$ cat src/hdl/asfc_defines.svh
// Register map, field positions, reset values and timing counts
// Summary of operation
// - Loopback feeds transmitter output into receiver
// - Loopback holds transmit pin at idle high
// - Loopback needs both tx_on and rx_on
// - Open drain drives low only, releases high
// - Short idle counts ones from any one
// - Long idle counts ones after stop bit
// - parity_odd picks odd or even parity
// - Transmitter appends parity, receiver flags mismatch
// - Parity replaces most significant data field bit
// - Long word and parity decode data field
// - Frames are ten or eleven bits only
// - Sleep ends on idle or marked frame
// - Enabled flags raise the interrupt request
// - Status read then data access clears flags
// - tx_on gives pin to transmitter, else released
// - Rising tx_on sends one preamble idle frame
// - Receiver disabled sets no receiver flags
// - Sleeping receiver ignores frames and flags
// - Hardware clears rx_sleep on wakeup
// - Control resets to zero, bit 15 zero
// - Break sends zero frames after current frame
// - Sixteen ticks per bit, three sample majority
`ifndef ASFC_DEFINES_SVH
`define ASFC_DEFINES_SVH
`define ASFC_OFF_BAUD    5'h00
`define ASFC_OFF_CTRL    5'h04
`define ASFC_OFF_STAT    5'h08
`define ASFC_OFF_DATA    5'h0C
`define ASFC_BAUD_RST    13'h0004
`define ASFC_CTRL_RST    15'h0000
`define ASFC_B_LOOP      14
`define ASFC_B_OD        13
`define ASFC_B_ILT       12
`define ASFC_B_PT        11
`define ASFC_B_PE        10
`define ASFC_B_M         9
`define ASFC_B_WAKE      8
`define ASFC_B_TIE       7
`define ASFC_B_TX_DONE_IRQ_EN      6
`define ASFC_B_RIE       5
`define ASFC_B_LINE_QUIET_IRQ_EN      4
`define ASFC_B_TE        3
`define ASFC_B_RE        2
`define ASFC_B_RWU       1
`define ASFC_B_SBK       0
`define ASFC_S_TX_HOLDING_EMPTY      8
`define ASFC_S_TC        7
`define ASFC_S_RX_HOLDING_FULL      6
`define ASFC_S_RAF       5
`define ASFC_S_IDLE      4
`define ASFC_S_OR        3
`define ASFC_S_NF        2
`define ASFC_S_FE        1
`define ASFC_S_PF        0
`define ASFC_LEN_SHORT   4'hA
`define ASFC_LEN_LONG    4'hB
`define ASFC_SUB_LAST    4'hF
`define ASFC_SMP_A       4'h7
`define ASFC_SMP_B       4'h8
`define ASFC_SMP_C       4'h9
`define ASFC_RESP_OK     2'h0
`define ASFC_RESP_ERR    2'h2
`endif

$ cat src/hdl/asfc_top_end.sv
// Holds no logic
`timescale 1ns/1ps
`default_nettype none
`default_nettype wire

$ cat src/hdl/asfc_pkg.sv
// Types shared by the serial frame control block
package asfc_pkg;
  typedef enum logic [1:0] {
    ASFC_TX_IDLE = 2'h1,
    ASFC_TX_SEND = 2'h2
  } asfc_tx_st_t;
  typedef enum logic [1:0] {
    ASFC_RX_IDLE  = 2'h1,
    ASFC_RX_FRAME = 2'h2
  } asfc_rx_st_t;
  typedef logic [1:0] asfc_resp_t;
endpackage : asfc_pkg

$ cat src/hdl/asfc_top.sv
// Asynchronous serial unit with AXI4-Lite registers
`timescale 1ns/1ps
`default_nettype none
`include "asfc_defines.svh"
module asfc_top (
  input  wire logic              aclk,
  input  wire logic              aresetn,
  input  wire logic [4:0]        s_axi_awaddr,
  input  wire logic              s_axi_awvalid,
  output logic                   s_axi_awready,
  input  wire logic [31:0]       s_axi_wdata,
  input  wire logic [3:0]        s_axi_wstrb,
  input  wire logic              s_axi_wvalid,
  output logic                   s_axi_wready,
  output asfc_pkg::asfc_resp_t   s_axi_bresp,
  output logic                   s_axi_bvalid,
  input  wire logic              s_axi_bready,
  input  wire logic [4:0]        s_axi_araddr,
  input  wire logic              s_axi_arvalid,
  output logic                   s_axi_arready,
  output logic [31:0]            s_axi_rdata,
  output asfc_pkg::asfc_resp_t   s_axi_rresp,
  output logic                   s_axi_rvalid,
  input  wire logic              s_axi_rready,
  input  wire logic              rx_pin,
  output logic                   tx_pin_o,
  output logic                   tx_pin_oe,
  output logic                   irq
);
  import asfc_pkg::*;

  function automatic logic [2:0] sel(input logic [4:0] a);
    sel = a[4] ? 3'h4 : {1'b0, a[3:2]};
  endfunction : sel

  function automatic logic par(input logic [8:0] d, input logic m, input logic odd);
    par = (m ? ^d[7:0] : ^d[6:0]) ^ odd;
  endfunction : par

  function automatic logic [3:0] flen(input logic m);
    flen = m ? `ASFC_LEN_LONG : `ASFC_LEN_SHORT;
  endfunction : flen

  logic [12:0] baud_q;
  logic [14:0] ctrl_q;
  logic [8:0]  tdr_q;
  logic [8:0]  rdr_q;
  logic [8:0]  stat_q;
  logic [8:0]  arm_q;
  logic        aw_have_q;
  logic        w_have_q;
  logic [4:0]  aw_addr_q;
  logic [31:0] w_data_q;
  logic [3:0]  w_strb_q;
  logic [12:0] div_q;
  logic        tick_q;
  logic        rx_s1_q;
  logic        rx_s2_q;
  logic        te_old_q;
  logic        pre_q;
  asfc_tx_st_t tx_st_q;
  logic [10:0] tx_sh_q;
  logic [3:0]  tx_sub_q;
  logic [3:0]  tx_idx_q;
  logic [3:0]  tx_len_q;
  logic        tx_bit_q;
  asfc_rx_st_t rx_st_q;
  logic [3:0]  rx_sub_q;
  logic [3:0]  rx_idx_q;
  logic [2:0]  smp_q;
  logic        rx_noise_q;
  logic [8:0]  rx_sh_q;
  logic [3:0]  quiet_q;
  logic        idle_arm_q;

  logic loop_on, rx_in, wr_go, rd_go;
  logic [2:0] wsel, rsel;
  logic stat_rd, data_rd, data_wr;
  logic tx_load_data, tx_frame_end;
  logic maj, bit_end, frame_end, quiet_hit;
  logic set_rx_holding_full, set_or, set_nf, set_fe, set_pf, set_idle, set_raf, clr_raf;
  logic wake_now;
  logic [8:0] fld;
  logic [3:0] nbits;

  assign loop_on = ctrl_q[`ASFC_B_LOOP] & ctrl_q[`ASFC_B_TE] & ctrl_q[`ASFC_B_RE];
  assign rx_in   = loop_on ? tx_bit_q : rx_s2_q;
  assign wr_go   = aw_have_q & w_have_q & ~s_axi_bvalid;
  assign rd_go   = s_axi_arvalid & s_axi_arready;
  assign wsel    = sel(aw_addr_q);
  assign rsel    = sel(s_axi_araddr);
  assign stat_rd = rd_go & (rsel == sel(`ASFC_OFF_STAT));
  assign data_rd = rd_go & (rsel == sel(`ASFC_OFF_DATA));
  assign data_wr = wr_go & (wsel == sel(`ASFC_OFF_DATA)) & w_strb_q[0];

  // Write channel; address and data in either order
  always_ff @(posedge aclk) begin
    if (!aresetn) begin
      aw_have_q     <= 1'b0;
      w_have_q      <= 1'b0;
      aw_addr_q     <= 5'h00;
      w_data_q      <= 32'h0000_0000;
      w_strb_q      <= 4'h0;
      s_axi_awready <= 1'b0;
      s_axi_wready  <= 1'b0;
      s_axi_bvalid  <= 1'b0;
      s_axi_bresp   <= `ASFC_RESP_OK;
    end else begin
      s_axi_awready <= ~aw_have_q & ~(s_axi_awvalid & s_axi_awready) & ~s_axi_bvalid;
      s_axi_wready  <= ~w_have_q & ~(s_axi_wvalid & s_axi_wready) & ~s_axi_bvalid;
      if (s_axi_awvalid & s_axi_awready) begin
        aw_have_q <= 1'b1;
        aw_addr_q <= s_axi_awaddr;
      end
      if (s_axi_wvalid & s_axi_wready) begin
        w_have_q <= 1'b1;
        w_data_q <= s_axi_wdata;
        w_strb_q <= s_axi_wstrb;
      end
      if (wr_go) begin
        aw_have_q    <= 1'b0;
        w_have_q     <= 1'b0;
        s_axi_bvalid <= 1'b1;
        s_axi_bresp  <= wsel[2] ? `ASFC_RESP_ERR : `ASFC_RESP_OK;
      end else if (s_axi_bvalid & s_axi_bready) begin
        s_axi_bvalid <= 1'b0;
      end
    end
  end

  // AXI4-Lite read channel
  always_ff @(posedge aclk) begin
    if (!aresetn) begin
      s_axi_arready <= 1'b0;
      s_axi_rvalid  <= 1'b0;
      s_axi_rdata   <= 32'h0000_0000;
      s_axi_rresp   <= `ASFC_RESP_OK;
    end else begin
      s_axi_arready <= ~s_axi_rvalid & ~rd_go;
      if (rd_go) begin
        s_axi_rvalid <= 1'b1;
        s_axi_rresp  <= rsel[2] ? `ASFC_RESP_ERR : `ASFC_RESP_OK;
        case (rsel)
          3'h0:    s_axi_rdata <= {19'h00000, baud_q};
          3'h1:    s_axi_rdata <= {17'h00000, ctrl_q};
          3'h2:    s_axi_rdata <= {23'h000000, stat_q};
          3'h3:    s_axi_rdata <= {23'h000000, rdr_q};
          default: s_axi_rdata <= 32'h0000_0000;
        endcase
      end else if (s_axi_rvalid & s_axi_rready) begin
        s_axi_rvalid <= 1'b0;
      end
    end
  end

  // Control and baud; hardware clears only rx_sleep
  always_ff @(posedge aclk) begin
    if (!aresetn) begin
      ctrl_q <= `ASFC_CTRL_RST;
      baud_q <= `ASFC_BAUD_RST;
      tdr_q  <= 9'h000;
    end else begin
      if (wake_now) ctrl_q[`ASFC_B_RWU] <= 1'b0;
      if (wr_go && wsel == sel(`ASFC_OFF_CTRL)) begin
        if (w_strb_q[0]) ctrl_q[7:0] <= w_data_q[7:0];
        if (w_strb_q[1]) ctrl_q[14:8] <= w_data_q[14:8];
      end
      if (wr_go && wsel == sel(`ASFC_OFF_BAUD)) begin
        if (w_strb_q[0]) baud_q[7:0] <= w_data_q[7:0];
        if (w_strb_q[1]) baud_q[12:8] <= w_data_q[12:8];
      end
      if (data_wr) begin
        tdr_q[7:0] <= w_data_q[7:0];
        if (w_strb_q[1]) tdr_q[8] <= w_data_q[8];
      end
    end
  end

  // Sixteen-times bit-rate tick; divisor zero stops it
  always_ff @(posedge aclk) begin
    if (!aresetn) begin
      div_q  <= 13'h0000;
      tick_q <= 1'b0;
    end else begin
      tick_q <= 1'b0;
      if (baud_q == 13'h0000) begin
        div_q <= 13'h0000;
      end else if (div_q >= baud_q - 13'h0001) begin
        div_q  <= 13'h0000;
        tick_q <= 1'b1;
      end else begin
        div_q <= div_q + 13'h0001;
      end
    end
  end

  // Receive pin synchroniser
  always_ff @(posedge aclk) begin
    if (!aresetn) begin
      rx_s1_q <= 1'b1;
      rx_s2_q <= 1'b1;
    end else begin
      rx_s1_q <= rx_pin;
      rx_s2_q <= rx_s1_q;
    end
  end

  // Data field with parity in its top bit
  always_comb begin
    fld = ctrl_q[`ASFC_B_M] ? tdr_q : {1'b0, tdr_q[7:0]};
    if (ctrl_q[`ASFC_B_PE]) begin
      if (ctrl_q[`ASFC_B_M]) fld[8] = par(tdr_q, 1'b1, ctrl_q[`ASFC_B_PT]);
      else fld[7] = par(tdr_q, 1'b0, ctrl_q[`ASFC_B_PT]);
    end
  end

  assign tx_load_data = (tx_st_q == ASFC_TX_IDLE) & tick_q & ctrl_q[`ASFC_B_TE] & ~pre_q &
                        ~ctrl_q[`ASFC_B_SBK] & ~stat_q[`ASFC_S_TX_HOLDING_EMPTY];
  assign tx_frame_end = (tx_st_q == ASFC_TX_SEND) & tick_q & (tx_sub_q == `ASFC_SUB_LAST) &
                        (tx_idx_q == tx_len_q - 4'h1);

  // Transmitter; preamble and break wait for the frame
  always_ff @(posedge aclk) begin
    if (!aresetn) begin
      tx_st_q  <= ASFC_TX_IDLE;
      tx_sh_q  <= 11'h7FF;
      tx_sub_q <= 4'h0;
      tx_idx_q <= 4'h0;
      tx_len_q <= `ASFC_LEN_SHORT;
      tx_bit_q <= 1'b1;
      te_old_q <= 1'b0;
      pre_q    <= 1'b0;
    end else begin
      te_old_q <= ctrl_q[`ASFC_B_TE];
      if (ctrl_q[`ASFC_B_TE] & ~te_old_q) pre_q <= 1'b1;
      case (tx_st_q)
        ASFC_TX_IDLE: begin
          tx_bit_q <= 1'b1;
          if (tick_q & ctrl_q[`ASFC_B_TE]) begin
            tx_sub_q <= 4'h0;
            tx_idx_q <= 4'h0;
            tx_len_q <= flen(ctrl_q[`ASFC_B_M]);
            if (pre_q) begin
              pre_q    <= 1'b0;
              tx_sh_q  <= 11'h7FF;
              tx_st_q  <= ASFC_TX_SEND;
            end else if (ctrl_q[`ASFC_B_SBK]) begin
              tx_sh_q  <= 11'h000;
              tx_st_q  <= ASFC_TX_SEND;
            end else if (tx_load_data) begin
              tx_sh_q  <= {1'b1, ctrl_q[`ASFC_B_M] ? fld[8] : 1'b1, fld[7:0], 1'b0};
              tx_st_q  <= ASFC_TX_SEND;
            end
          end
        end
        ASFC_TX_SEND: begin
          tx_bit_q <= tx_sh_q[0];
          if (tick_q) begin
            tx_sub_q <= tx_sub_q + 4'h1;
            if (tx_sub_q == `ASFC_SUB_LAST) begin
              tx_sh_q  <= {1'b1, tx_sh_q[10:1]};
              tx_idx_q <= tx_idx_q + 4'h1;
              if (tx_frame_end) tx_st_q <= ASFC_TX_IDLE;
            end
          end
        end
        default: tx_st_q <= ASFC_TX_IDLE;
      endcase
    end
  end

  // Transmit pin; released while the transmitter does not own it
  always_ff @(posedge aclk) begin
    if (!aresetn) begin
      tx_pin_o  <= 1'b1;
      tx_pin_oe <= 1'b0;
    end else begin
      if (!ctrl_q[`ASFC_B_TE]) begin
        tx_pin_o  <= 1'b1;
        tx_pin_oe <= 1'b0;
      end else if (ctrl_q[`ASFC_B_OD]) begin
        tx_pin_o  <= 1'b0;
        tx_pin_oe <= ~(tx_bit_q | loop_on);
      end else begin
        tx_pin_o  <= tx_bit_q | loop_on;
        tx_pin_oe <= 1'b1;
      end
    end
  end

  assign maj       = (smp_q[0] & smp_q[1]) | (smp_q[0] & smp_q[2]) | (smp_q[1] & smp_q[2]);
  assign nbits     = ctrl_q[`ASFC_B_M] ? 4'h9 : 4'h8;
  assign bit_end   = (rx_st_q == ASFC_RX_FRAME) & tick_q & (rx_sub_q == `ASFC_SUB_LAST);
  assign frame_end = bit_end & (rx_idx_q == nbits + 4'h1);
  assign quiet_hit = (rx_st_q == ASFC_RX_IDLE) & tick_q & rx_in & (rx_sub_q == `ASFC_SUB_LAST) &
                     (quiet_q == flen(ctrl_q[`ASFC_B_M]) - 4'h1);

  // Event decode; receiver disabled or asleep sets nothing
  always_comb begin
    logic lastb;
    logic ok;
    lastb    = ctrl_q[`ASFC_B_M] ? rx_sh_q[8] : rx_sh_q[7];
    ok       = ctrl_q[`ASFC_B_RE] & ~ctrl_q[`ASFC_B_RWU];
    wake_now = ctrl_q[`ASFC_B_RE] & ctrl_q[`ASFC_B_RWU] &
               (ctrl_q[`ASFC_B_WAKE] ? (frame_end & lastb) : quiet_hit);
    set_rx_holding_full = frame_end & ok & ~stat_q[`ASFC_S_RX_HOLDING_FULL];
    set_or   = frame_end & ok & stat_q[`ASFC_S_RX_HOLDING_FULL];
    set_nf   = set_rx_holding_full & (rx_noise_q | (smp_q != 3'h0 && smp_q != 3'h7));
    set_fe   = set_rx_holding_full & ~maj;
    set_pf   = set_rx_holding_full & ctrl_q[`ASFC_B_PE] &
               (lastb != par(rx_sh_q, ctrl_q[`ASFC_B_M], ctrl_q[`ASFC_B_PT]));
    set_idle = quiet_hit & ok & idle_arm_q;
    set_raf  = (rx_st_q == ASFC_RX_IDLE) & tick_q & ~rx_in & ok;
    clr_raf  = quiet_hit;
  end

  // Receiver with three mid-bit samples per bit
  always_ff @(posedge aclk) begin
    if (!aresetn) begin
      rx_st_q    <= ASFC_RX_IDLE;
      rx_sub_q   <= 4'h0;
      rx_idx_q   <= 4'h0;
      smp_q      <= 3'h7;
      rx_noise_q <= 1'b0;
      rx_sh_q    <= 9'h000;
      quiet_q    <= 4'h0;
      rdr_q      <= 9'h000;
    end else if (!ctrl_q[`ASFC_B_RE]) begin
      rx_st_q  <= ASFC_RX_IDLE;
      rx_sub_q <= 4'h0;
      quiet_q  <= 4'h0;
    end else begin
      if (set_rx_holding_full) rdr_q <= ctrl_q[`ASFC_B_M] ? rx_sh_q : {1'b0, rx_sh_q[7:0]};
      case (rx_st_q)
        ASFC_RX_IDLE: begin
          if (tick_q) begin
            if (!rx_in) begin
              rx_st_q    <= ASFC_RX_FRAME;
              rx_sub_q   <= 4'h1;
              rx_idx_q   <= 4'h0;
              rx_noise_q <= 1'b0;
              quiet_q    <= 4'h0;
            end else begin
              rx_sub_q <= rx_sub_q + 4'h1;
              if (rx_sub_q == `ASFC_SUB_LAST && quiet_q != flen(ctrl_q[`ASFC_B_M]))
                quiet_q <= quiet_q + 4'h1;
            end
          end
        end
        ASFC_RX_FRAME: begin
          if (tick_q) begin
            rx_sub_q <= rx_sub_q + 4'h1;
            if (rx_sub_q == `ASFC_SMP_A) smp_q[0] <= rx_in;
            if (rx_sub_q == `ASFC_SMP_B) smp_q[1] <= rx_in;
            if (rx_sub_q == `ASFC_SMP_C) smp_q[2] <= rx_in;
          end
          if (bit_end) begin
            rx_idx_q <= rx_idx_q + 4'h1;
            if (smp_q != 3'h0 && smp_q != 3'h7 && !frame_end) rx_noise_q <= 1'b1;
            if (!ctrl_q[`ASFC_B_ILT] && maj) quiet_q <= quiet_q + 4'h1;
            else quiet_q <= 4'h0;
            if (rx_idx_q == 4'h0 && maj) begin
              rx_st_q <= ASFC_RX_IDLE; // False start, treated as line noise
              quiet_q <= 4'h0;
            end else if (rx_idx_q != 4'h0 && !frame_end) begin
              rx_sh_q[rx_idx_q - 4'h1] <= maj;
            end
            if (frame_end) begin
              rx_st_q <= ASFC_RX_IDLE;
              if (ctrl_q[`ASFC_B_M] == 1'b0 && ctrl_q[`ASFC_B_ILT] == 1'b0 && maj)
                quiet_q <= quiet_q + 4'h1;
            end
          end
        end
        default: rx_st_q <= ASFC_RX_IDLE;
      endcase
    end
  end

  // Status flags; set beats clear
  always_ff @(posedge aclk) begin
    logic [8:0] clr;
    logic [8:0] set;
    clr = 9'h000;
    set = 9'h000;
    if (data_rd) clr = arm_q & 9'h07F;
    if (data_wr) clr = clr | (arm_q & 9'h180);
    set[`ASFC_S_TX_HOLDING_EMPTY] = tx_load_data;
    set[`ASFC_S_TC]   = (tx_frame_end | (tx_st_q == ASFC_TX_IDLE)) & ~pre_q &
                        ~ctrl_q[`ASFC_B_SBK] & stat_q[`ASFC_S_TX_HOLDING_EMPTY] & ~tx_load_data;
    set[`ASFC_S_RX_HOLDING_FULL] = set_rx_holding_full;
    set[`ASFC_S_RAF]  = set_raf;
    set[`ASFC_S_IDLE] = set_idle;
    set[`ASFC_S_OR]   = set_or;
    set[`ASFC_S_NF]   = set_nf;
    set[`ASFC_S_FE]   = set_fe;
    set[`ASFC_S_PF]   = set_pf;
    if (!aresetn) begin
      stat_q     <= 9'h180;
      arm_q      <= 9'h000;
      idle_arm_q <= 1'b0;
    end else begin
      stat_q <= (stat_q & ~clr) | set;
      if (clr_raf) stat_q[`ASFC_S_RAF] <= 1'b0;
      if (tx_st_q == ASFC_TX_SEND || pre_q) stat_q[`ASFC_S_TC] <= set[`ASFC_S_TC];
      if (stat_rd) arm_q <= stat_q & ~9'h020;
      else arm_q <= arm_q & ~clr;
      if (set_rx_holding_full) idle_arm_q <= 1'b1;
      else if (set_idle) idle_arm_q <= 1'b0;
    end
  end

  always_ff @(posedge aclk) begin
    if (!aresetn) irq <= 1'b0;
    else irq <= (stat_q[`ASFC_S_TX_HOLDING_EMPTY] & ctrl_q[`ASFC_B_TIE]) |
                (stat_q[`ASFC_S_TC] & ctrl_q[`ASFC_B_TX_DONE_IRQ_EN]) |
                (stat_q[`ASFC_S_RX_HOLDING_FULL] & ctrl_q[`ASFC_B_RIE]) |
                (stat_q[`ASFC_S_IDLE] & ctrl_q[`ASFC_B_LINE_QUIET_IRQ_EN]);
  end

endmodule : asfc_top
`default_nettype wire

$ cat config.mk
export PLATFORM = sky130hd
export DESIGN_NAME = asfc_top
export DESIGN_NICKNAME = d
export VERILOG_FILES = /design/src/hdl/asfc_top_end.sv /design/src/hdl/asfc_pkg.sv /design/src/hdl/asfc_top.sv
export VERILOG_INCLUDE_DIRS = /design/src /design/src/hdl
export SDC_FILE = /design/constraint.sdc
export NUM_CORES = 1
export LEC_CHECK = 0
export BUFFER_PORTS_ARGS = -buffer_cell sky130_fd_sc_hd__buf_2
export CAP_MARGIN = 30
export CORE_MARGIN = 3
export CORE_UTILIZATION = 40
export DETAILED_ROUTE_END_ITERATION = 6
export SLEW_MARGIN = 20
export SYNTH_ARGS = -nofsm -noshare
export SYNTH_HDL_FRONTEND = slang
export SYNTH_SLANG_ARGS = --single-unit
$ cat constraint.sdc
create_clock -name aclk -period 7.2 [get_ports aclk]
set_input_delay 1.44 -clock aclk [delete_from_list [all_inputs] [get_ports aclk]]
set_output_delay 1.44 -clock aclk [all_outputs]
set_load 0.01 [all_outputs]
Yosys cells after proc, flatten, opt, wreduce, memory -nomap -nowiden
Cells that the tools add are included.
{ "totals": {"regBits": 204, "elab_cells": 340} }
{ "classes": {"n_mux": 90, "eq_ne": 32, "magnitude_cmp": 3, "n_reduce_logical": 56, "n_bitwise": 98, "n_addsub": 11} }
{ "ops": {"columns": ["op", "n"], "rows": [
  ["4-bit 2-to-1 mux", 18],
  ["11-bit 2-to-1 mux", 6],
  ["1-bit AND", 61],
  ["15-bit case mux with 4 select lines", 1],
  ["4-bit case mux with 2 select lines", 5],
  ["9-bit 2-to-1 mux", 4],
  ["2-bit 2-to-1 mux", 17],
  ["1-bit 2-to-1 mux", 29],
  ["4-bit by 1-bit adder with 4-bit output, second input constant", 6],
  ["4-bit AND reduction", 6],
  ["11-bit case mux with 2 select lines", 1],
  ["1-bit NOT", 21],
  ["5-bit AND reduction", 4],
  ["9-bit AND", 2],
  ["9-bit OR", 2],
  ["2-bit AND reduction", 9],
  ["4-bit equality test, second input constant", 4],
  ["8-bit XOR reduction", 2],
  ["7-bit XOR reduction", 2],
  ["13-bit by 1-bit adder with 13-bit output, second input constant", 1],
  ["13-bit greater-or-equal comparator", 1],
  ["13-bit logical NOT", 1],
  ["13-bit by 1-bit subtractor with 13-bit output, second input constant", 1],
  ["4-bit equality test", 3],
  ["other kinds (36)", 83]
]} }

Longest topological paths before layout
Gate-level depths: netlist of the first run.
{ "depth": {"word_depth": 11, "depth_mapped": 13} }

Worst setup path before layout of the first run
Ideal clock, no wire load.
{ "synth_path": {"kind": "flip-flop to flip-flop", "start": "register baud_q[2]", "end": "register div_q[11]", "setup_slack_ns": 4.184, "path_stages_with_launch": 13, "arrival_ns": 2.950, "n_path_buf": 1, "period_less_slack_ns": 3.016, "required_ns": 7.135, "path_cell_list": "dfxtp_1 -> or3_1 -> or3b_1 -> or3_1 -> nor3_2 -> xnor2_1 -> ha_1 -> a21o_1 -> a21o_1 -> a21oi_1 -> nand4b_1 -> clkbuf_1 -> nor2_1"} }
{ "synth_via": {"elab_chain_cells": 3, "elab_cells_between_ends": 4, "classes_between": "1 x add/sub; 1 x order compare; 2 x reduce/logical"} }
{ "synth_rtl": {"columns": ["item", "line", "source"], "rows": [
  ["start: declaration", "asfc_top.sv:44", "logic [12:0] baud_q;"],
  ["start signal: assignment", "asfc_top.sv:160", "baud_q <= `ASFC_BAUD_RST;"],
  ["start signal: assignment", "asfc_top.sv:169", "if (w_strb_q[0]) baud_q[7:0] <= w_data_q[7:0];"],
  ["13-bit by 1-bit subtractor with 13-bit output", "asfc_top.sv:188", "end else if (div_q >= baud_q - 13'h0001) begin"],
  ["13-bit greater-or-equal comparator", "asfc_top.sv:188", null],
  ["3-bit OR reduction (no source line) (*)", null, null],
  ["end signal: assignment", "asfc_top.sv:192", "div_q <= div_q + 13'h0001;"],
  ["end: declaration", "asfc_top.sv:55", "logic [12:0] div_q;"]
]} }
Mark *: on every way between the ends. The rest lies on a longest branch, timed or not.
A chain may end at the register's enable or synchronous reset.

Worst setup path in the final report of the first run
{ "layout_path": {"start": "register baud_q[2]", "end": "register tick_q"} }
{ "layout_via": {"elab_chain_cells": 3, "elab_cells_between_ends": 5, "classes_between": "1 x add/sub; 1 x order compare; 1 x mux; 2 x reduce/logical"} }
{ "layout_rtl": {"columns": ["item", "line", "source"], "rows": [
  ["13-bit by 1-bit subtractor with 13-bit output", "asfc_top.sv:188", null],
  ["13-bit greater-or-equal comparator", "asfc_top.sv:188", null],
  ["1-bit 2-to-1 mux", "asfc_top.sv:188", null],
  ["end signal: assignment", "asfc_top.sv:183", "tick_q <= 1'b0;"],
  ["end signal: assignment", "asfc_top.sv:185", "tick_q <= 1'b0;"],
  ["end signal: assignment", "asfc_top.sv:190", "tick_q <= 1'b1;"],
  ["end: declaration", "asfc_top.sv:56", "logic tick_q;"]
]} }
Several ways; a longest one is shown, not always the timed one.

==> metrics.md, run 1 <==
| Metric | Value |
|---|---|
| Crit path launch type | flop |
| Status | completed |
| Drt wl/cell | 14.98 um |
| Fillers | 2,041 |
| Hold Path Depth | 1 |
| FF-to-FF path depth | 11 |
| Worst Max-Slew Pin Slew | 0.8829 ns |
| Antenna-violating nets left | 0 |
| Yosys cell types | 68 |
| DR vias/cell | 5.142 |
| Final nets | 1,108 |
| Final setup fails | 0 |
| Drt drc | 0 |
| DIE HEIGHT | about 150 um |
| GRT Resource Usage Total | 0.1686 |
| Seq/Total Area, Yosys | 0.4196 |
| Critical Path End Type | flop |
| Syn_area_per_cell | between 8 and 9 um^2 |
| Max stage delay cell, worst path | nand4b_1 |
| TritonCTS sink count | 180 |
| WP data arrival | 4.01 ns |
| Peak Freq | 0.2710 GHz |
| Setup crit start | baud_q[2]$_SDFFE_PN1P_ |
| Final period util | 0.5125 |
| Clock root cell | clkbuf_16 |
| Width of the die | 152.5 um |
| R2R Setup Slk | 3.51 ns |
| CTS tree | done |
| Pwr per Cell Area | 217.4 mW/mm^2 |
| Largest net degree at the start of global routing | 57 |
| CP Buf/Inv Count | 0 |
| Reg2reg start | baud_q[2]$_SDFFE_PN1P_ |
| Initial core utilization | 0.4151 |
| Asr flop ratio synth | 0 |
| First DRT Iteration DRCs | between 400 and 500 |
| Relative slew margins | 0.4093 |
| Hold Buf Count CTS | 0 |
| First drt pass iteration count | 5 |
| Port bufs | 55 |
| WP data required | around 7.5 ns |
| Area grow syn2layout | 11.38% |
| CTS H-tree lvls | 4 |
| Tmin final | 3.690 ns |
| CP peak stage delay | roughly 0.53 ns |
| Global-route wire length before repair | 32.46 mm |
| Flops & latches, synth | 180 |
| Top FF cell, synth | dfxtp_1 |
| Post-CTS setup buffer count | 0 |
| Worst-path clk slew | about 0.070 ns |
| # IOs | 98 |
| Post-synth EDFFs | 0 |
| Vias after detailed routing | ~6,700 |
| Hold Path Sink | rx_s2_q$_SDFF_PN1_ |
| Setup TNS | 0 ns |
| Antenna diodes | 0 |
| Worst VDD drop | between 100 and 150 uV |
| Detailed placement HPWL | 13.88 mm |
| Crit path cell chain | or3_1 -> or3b_1 -> or3_1 -> nor3_2 -> xnor2_1 -> ha_1 -> a21o_1 -> a21o_1 -> a21oi_1 -> nand4b_1 -> and2_1 |
| Die area | 0.02327 mm^2 |
| Ys Warns | 0 |
| Crit Path Max Fanout | 14 |
| GRT overflow | 0 |
| Share of layout cells above drive strength 1 | 0.1159 |
| Unrepaired setup endpoints after global routing | false |
| Post-Syn Instances | 990 |
| GPL Wtd Cong | 0.7894 |
| Clock Skews | 0.01977 ns |
| Fin. Hold Viols | 0 |
| CP Class | reg2reg |
| WL final | between 15 and 20 mm |
| Hold/Removal Path Class | reg2reg |
| Reg-to-reg endpoint | tick_q$_SDFF_PP0_ |
| Slew Viols, Final | 0 |
| Number of global-route vias before repair | 6,281 |
| Cell row count | 52 |
| Cell Area, Synth | 0.008588 mm^2 |
| Clock Path Buffers | 2 |
| Hold WS | 0.4085 ns |
| Core footprint | 0.02069 mm^2 |
| Post-cts sizing count | 0 |
| Crit path max-delay family | simple AND/OR/NAND/NOR gates |
| CTS buffer count | 17 |
| Pleak | 3.722 nW |
| Critical hold path startpoint | rx_s1_q$_SDFF_PN1_ |
| Initial antenna violation count | 0 |
| Clock latency on the worst-skew pair | 0.44 ns |
| # Max-Cap Violations | 0 |
==> power by group <==
part / internal, mW / leakage [nW] / switching (mW)
logic: 0.0448 / 1.98 / 0.0921
clock network: 0.499 / 0.286 / 0.408
registers: 1.01 / 1.45 / 0.0216
==> cells in the mapped netlist, types with 3 or more instances <==
cell      count  area (um^2)
a211oi_1      3        22.52
a21oi_1      87        435.4
a22oi_1       7        52.55
a311oi_1      3        26.28
a32o_1        9        90.09
and2_1        7        43.79
and3_1        7        43.79
buf_1         4        15.01
buf_2         8        40.04
buf_4        20        150.1
clkbuf_1     34        127.6
dfxtp_1     180         3603
ha_1         32        400.4
inv_1        28        105.1
mux2_2        3        33.78
mux2i_1      55        550.5
mux4_2        9        202.7
nand2_1     142        533.0
nand2b_1     13        81.33
nand3_1      27        135.1
nand3b_1      3        22.52
nand4_1      12        75.07
nor2_1      124        465.5
nor2b_1       6        37.54
nor3_1       15        75.07
nor3b_1      14        105.1
nor4_1        5        31.28
o211ai_1      9        67.56
o21a_1        4        30.03
o21ai_0      22        110.1
or3_1         8        50.05
xnor2_1      30        262.8
xor2_1       16        140.1
==> cell type report <==
cell class                 count  area, um^2  share of cell area
tap                          270       337.8             0.03532
multi-input combinational    733        4612              0.4821
clock buffer                  19       452.9             0.04735
clock inverter                13       121.4             0.01269
sequential                   180        3603              0.3767
inverter                      28       106.4             0.01112
timing repair buffer          62       331.6             0.03466
==> metal layers <==
layer,global-route usage,up-vias,part of all wire
li1,-,3455,-
met1,0.2424,3123,0.50
met2,0.2606,116,0.45
met3,0.03522,16,0.042
met4,0.04073,0,0.011
met5,0,-,0
==> cells by family after synthesis <==
family / count (synthesis) / synth area share
DFF: 180 / 0.4196
and+or+nand+nor: 396 / 0.2120
AOI/OAI and AO/OA: 169 / 0.1237
other: 1 / 0.0004366
buffers and inverters: 95 / 0.05230
muxes: 70 / 0.09732
xor gates and xnor gates: 46 / 0.04691
adders and majority gates: 33 / 0.04779
==> registers in the layout, summed over array words and instances, names as in the netlist, 9 cells and up <==
signal	cells
rx_sh_q	9
arm_q	9
s_axi_rdata	15
stat_q	9
w_data_q	15
ctrl_q	15
div_q	13
baud_q	13
tdr_q	9
rdr_q	9
tx_sh_q	11
==> worst max-delay path by stage <==
stage | endpoint | slack [ns] | cells past startpoint
finish | tick_q$_SDFF_PP0_ | 3.51 | 11
global route | tick_q$_SDFF_PP0_ | 3.23 | 11
detailed placement | tick_q$_SDFF_PP0_ | 3.48 | 11
global placement | tick_q$_SDFF_PP0_ | 3.50 | 11
floorplan | div_q[11]$_SDFF_PP0_ | 4.18 | 12
CTS | tick_q$_SDFF_PP0_ | 3.46 | 11
==> layout by cell type, fill, tap and decap left out, drive strengths merged, types with 24 or more instances in the layout <==
master  synthesis  final
xnor2          30     30
inv            28     31
nand2         142    142
dfxtp         180    180
mux2i          56     56
o21ai          24     24
buf            33     62
nor2          124    124
a21oi          87     87
nand3          30     30
ha             32     32
==> stage by stage <==
step	utilization	area (um^2)	std cells	total power [mW]	setup WS (ns)
after floorplan	-	8656	1008	1.157	4.185
after global placement	0.4338	8976	1272	1.194	3.503
after detailed placement	0.4346	8991	1273	1.196	3.481
after CTS	0.4623	9565	1305	2.103	3.457
after global routing	0.4623	9565	1305	2.161	3.226
final	0.4623	9565	1305	2.079	3.510
Power figures use the tool's default switching activity.
==> run 2, diff against run 1 <==
ABC_AREA = 1   (was default)
clock period = 3.55 ns   (was 7.2 ns; I/O delays follow)
==> run 2 against run 1 <==
  * Sequential power increased by 110%
  * Area after synthesis rose by 3.8%
  * Die area up 3.6%
  * Hold slack improved by 0.0081 ns
  * Cell count grew 19%
  * Combinational power rose by 110%
  * Core utilization rose by 0.24 points
  * Largest power group unchanged
  * Register-to-register slack got worse by 2.8 ns
  * Wire length grew 16%
  * Setup slack worse by 2.8 ns
  * Flip-flop and latch count did not move
==> metrics.md, run 2 <==
| Metric | Value |
|---|---|
| Clock latency on the worst-skew pair | 0.43 ns (about the same) |
| Cell row count | 53 (+1.9%) |
| Largest regs | ctrl_q (15), s_axi_rdata (15), w_data_q (15) |
| WP data required | 3.89 ns (-3.63 ns) |
| Vias after detailed routing | 7,810 (+16%) |
| Post-Syn Instances | 1,215 (+23%) |
| Detailed placement HPWL | 16.83 mm (+21%) |
| Global-route wire length before repair | 37.16 mm (+14%) |
| DR vias/cell | 5.042 (-1.9%) |
| Status | completed |
| Antenna diodes | 0 (unchanged) |
| Drt wl/cell | 14.62 um (-2.4%) |
| Final nets | 1,347 (+22%) |
| CTS tree | done |
| Fin. Hold Viols | 0 (unchanged) |
| First drt pass iteration count | 4 (-1) |
| TritonCTS sink count | 180 (unchanged) |
| Number of global-route vias before repair | 7,289 (+16%) |
| Relative slew margins | 0.5916 (+0.1823) |
| Compound-Gate Fraction of Synth Area | 0.1689 (+0.04520) |
| Crit path launch type | flop |
| Share of layout cells above drive strength 1 | 0.1217 (+0.005722) |
| # Max-Cap Violations | 0 (unchanged) |
| Commonest non-fill, non-tap cells in the layout | nand2_1, dfxtp_1, nor2_1 |
| Simple-gate portion of the synthesized area | 0.2611 (+0.04915) |
| Hold Path Depth | 1 (unchanged) |
| Yosys cell types | 51 (-25%) |
| WL final | 22.65 mm (+16%) |
| Final period util | 0.8055 (+0.2930) |
| Width of the die | 155.3 um (+1.8%) |
| GRT Resource Usage Total | 0.1901 (+0.02153) |
| Seq/Total Area, Yosys | 0.4043 (-0.01526) |
| Unrepaired setup endpoints after global routing | false |
| Syn_area_per_cell | 7.335 um^2 (-15%) |
| Cell Area, Synth | 0.008912 mm^2 (+3.8%) |
| Hold/Removal Path Class | reg2reg |
| Largest family of logic cells by synthesized area | simple AND/OR/NAND/NOR gates |
| CP Class | reg2reg |
| Asr flop ratio synth | 0 (unchanged) |
| Top FF cell, synth | dfxtp_1 |
| Core footprint | 0.02149 mm^2 (+3.8%) |
| Clock Skews | 0.01107 ns (-0.008697 ns) |
| Drt drc | 0 (unchanged) |
| Synth Area in Adders | 0.04492 (-0.002861) |
| WP data arrival | 3.19 ns (-0.82 ns) |
| Top-area cell type share of the netlist area | 0.4043 (-0.01526) |
| FF-to-FF path depth | 13 (+2) |
| Peak Freq | 0.3497 GHz (+29%) |
| Post-CTS setup buffer count | 0 (unchanged) |
| CTS H-tree lvls | 4 (unchanged) |
| Hold WS | 0.4166 ns (+0.008144 ns) |
| Area grow syn2layout | 12.05% |
| Setup TNS | 0 ns (unchanged) |
| First DRT Iteration DRCs | 439 (-9.7%) |
| Flops & latches, synth | 180 (unchanged) |
| Critical Path End Type | flop |
| Post-cts sizing count | 0 (unchanged) |
| Worst-path clk slew | 0.07 ns (about the same) |
| Xor-xnor portion of the synthesized cell area | 0.03145 (-0.01546) |
| Antenna-violating nets left | 0 (unchanged) |
| Dominant cell type by area after synthesis | dfxtp_1 |
| Crit Path Max Fanout | 14 (unchanged) |
| Design Area, Final | 0.009986 mm^2 (+4.4%) |
| # IOs | 98 (unchanged) |
| Clock Path Buffers | 2 (unchanged) |
| Commonest cells post-synth | nand2_1, dfxtp_1, nor2_1 |
| Most common cell after layout, fill and taps aside | nand2_1 |
| Pwr per Cell Area | 441.8 mW/mm^2 (+100%) |
| Post-synth EDFFs | 0 (unchanged) |
| Clock root cell | clkbuf_16 |
| Initial antenna violation count | 0 (unchanged) |
| Port bufs | 55 (unchanged) |
| Worst Max-Slew Pin Slew | 0.6109 ns (-0.2719 ns) |
| Slew Viols, Final | 0 (unchanged) |
| R2R Setup Slk | 0.69 ns (-2.82 ns) |
| CTS buffer count | 17 (unchanged) |
| GRT overflow | 0 (unchanged) |
| Pleak | 4.139 nW (+11%) |
| Final setup fails | 0 (unchanged) |
| Ys Warns | 0 (unchanged) |
| Count leader, synth | nand2_1 |
| Hold Buf Count CTS | 0 (unchanged) |
| Die area | 0.02411 mm^2 (+3.6%) |
| Dpl cell area | 0.009360 mm^2 (+4.1%) |
| Worst VDD drop | 332.2 uV (+170%) |
| Synth area leaders | dfxtp_1, nand2_1, a21oi_1 |
| DIE HEIGHT | 155.3 um (+1.8%) |
| Tmin final | 2.860 ns (-0.8303 ns) |
| Mux share of post-synthesis cell area | 0 (-0.09732) |
| Largest net degree at the start of global routing | 32 (-44%) |
| GPL Wtd Cong | 0.8554 (+8.4%) |
| Initial core utilization | 0.4148 (about the same) |
-- run 2: changes by cell type after synthesis, sizes merged, moves of 13 or more --
cell,delta
mux2i,-56
nand2,+91
inv,+94
nor2,+13
clkbuf,-16
o21ai,+100
a21oi,+32
nand2b,-13
xnor2,-21
nor3,+18
nand3,+57
-- run 2: cell type report --
type                    count  area (um^2)
fillers                  2250        11500
multi-input cells         872         4584
flip-flops and latches    180         3603
inverters                 127        480.5
clock buffers              19        452.9
repair buffers             63        347.8
well taps                 275        344.1
clock inverters            13        172.7
-- run 2: cells by family after synthesis --
| family | count (synthesis) |
|---|---|
| AND/OR/NAND/NOR | 517 |
| AO/OA/AOI/OAI | 272 |
| buffers and inverters | 181 |
| flip-flops | 180 |
| XOR/XNOR | 32 |
| adder cells (fa/ha/maj) | 32 |
| other | 1 |
-- run 2: report_power, final --
group / leakage [nW] / switching (mW) / total, mW / internal, mW
sequential: 1.46 / 0.0610 / 2.13 / 2.06
combinational: 2.38 / 0.194 / 0.287 / 0.0930
clock: 0.298 / 0.843 / 2.00 / 1.16
-- run 2: through the flow --
step | setup slack (ns) | power [mW] | cells | utilization
after floorplan | 1.237 | 2.369 | 1233 | -
final | 0.6905 | 4.411 | 1549 | 0.4648
after global routing | 0.3331 | 4.580 | 1549 | 0.4648
after CTS | 0.6524 | 4.453 | 1549 | 0.4648
after detailed placement | 0.6600 | 2.458 | 1517 | 0.4357
after global placement | 0.7435 | 2.451 | 1516 | 0.4347
-- run 2: worst max-delay path: stages, from the launching register on --
cell	delay (ns)
dfxtp_1	0.36
nor2_1	0.16
nand3_1	0.15
nor3_2	0.20
nand2_1	0.12
nor3_1	0.18
xor2_1	0.16
inv_1	0.06
ha_1	0.29
nand2_1	0.11
o21ai_0	0.09
a21oi_1	0.12
nand3_1	0.44
nor3_1	0.32
-- run 2: path summary, 6_finish.rpt --
kind,startpoint,to
max,baud_q[2]$_SDFFE_PN1P_,div_q[3]$_SDFF_PP0_
min,rx_s1_q$_SDFF_PN1_,rx_s2_q$_SDFF_PN1_
max reg2reg,baud_q[2]$_SDFFE_PN1P_,div_q[3]$_SDFF_PP0_
min reg2reg,rx_s1_q$_SDFF_PN1_,rx_s2_q$_SDFF_PN1_
-- run 2: metal layers --
metal  GRT usage  wire [um]
met5           0          0
met2      0.3121      10530
met3     0.03449       1013
met1      0.2555      10730
met4     0.05877        384
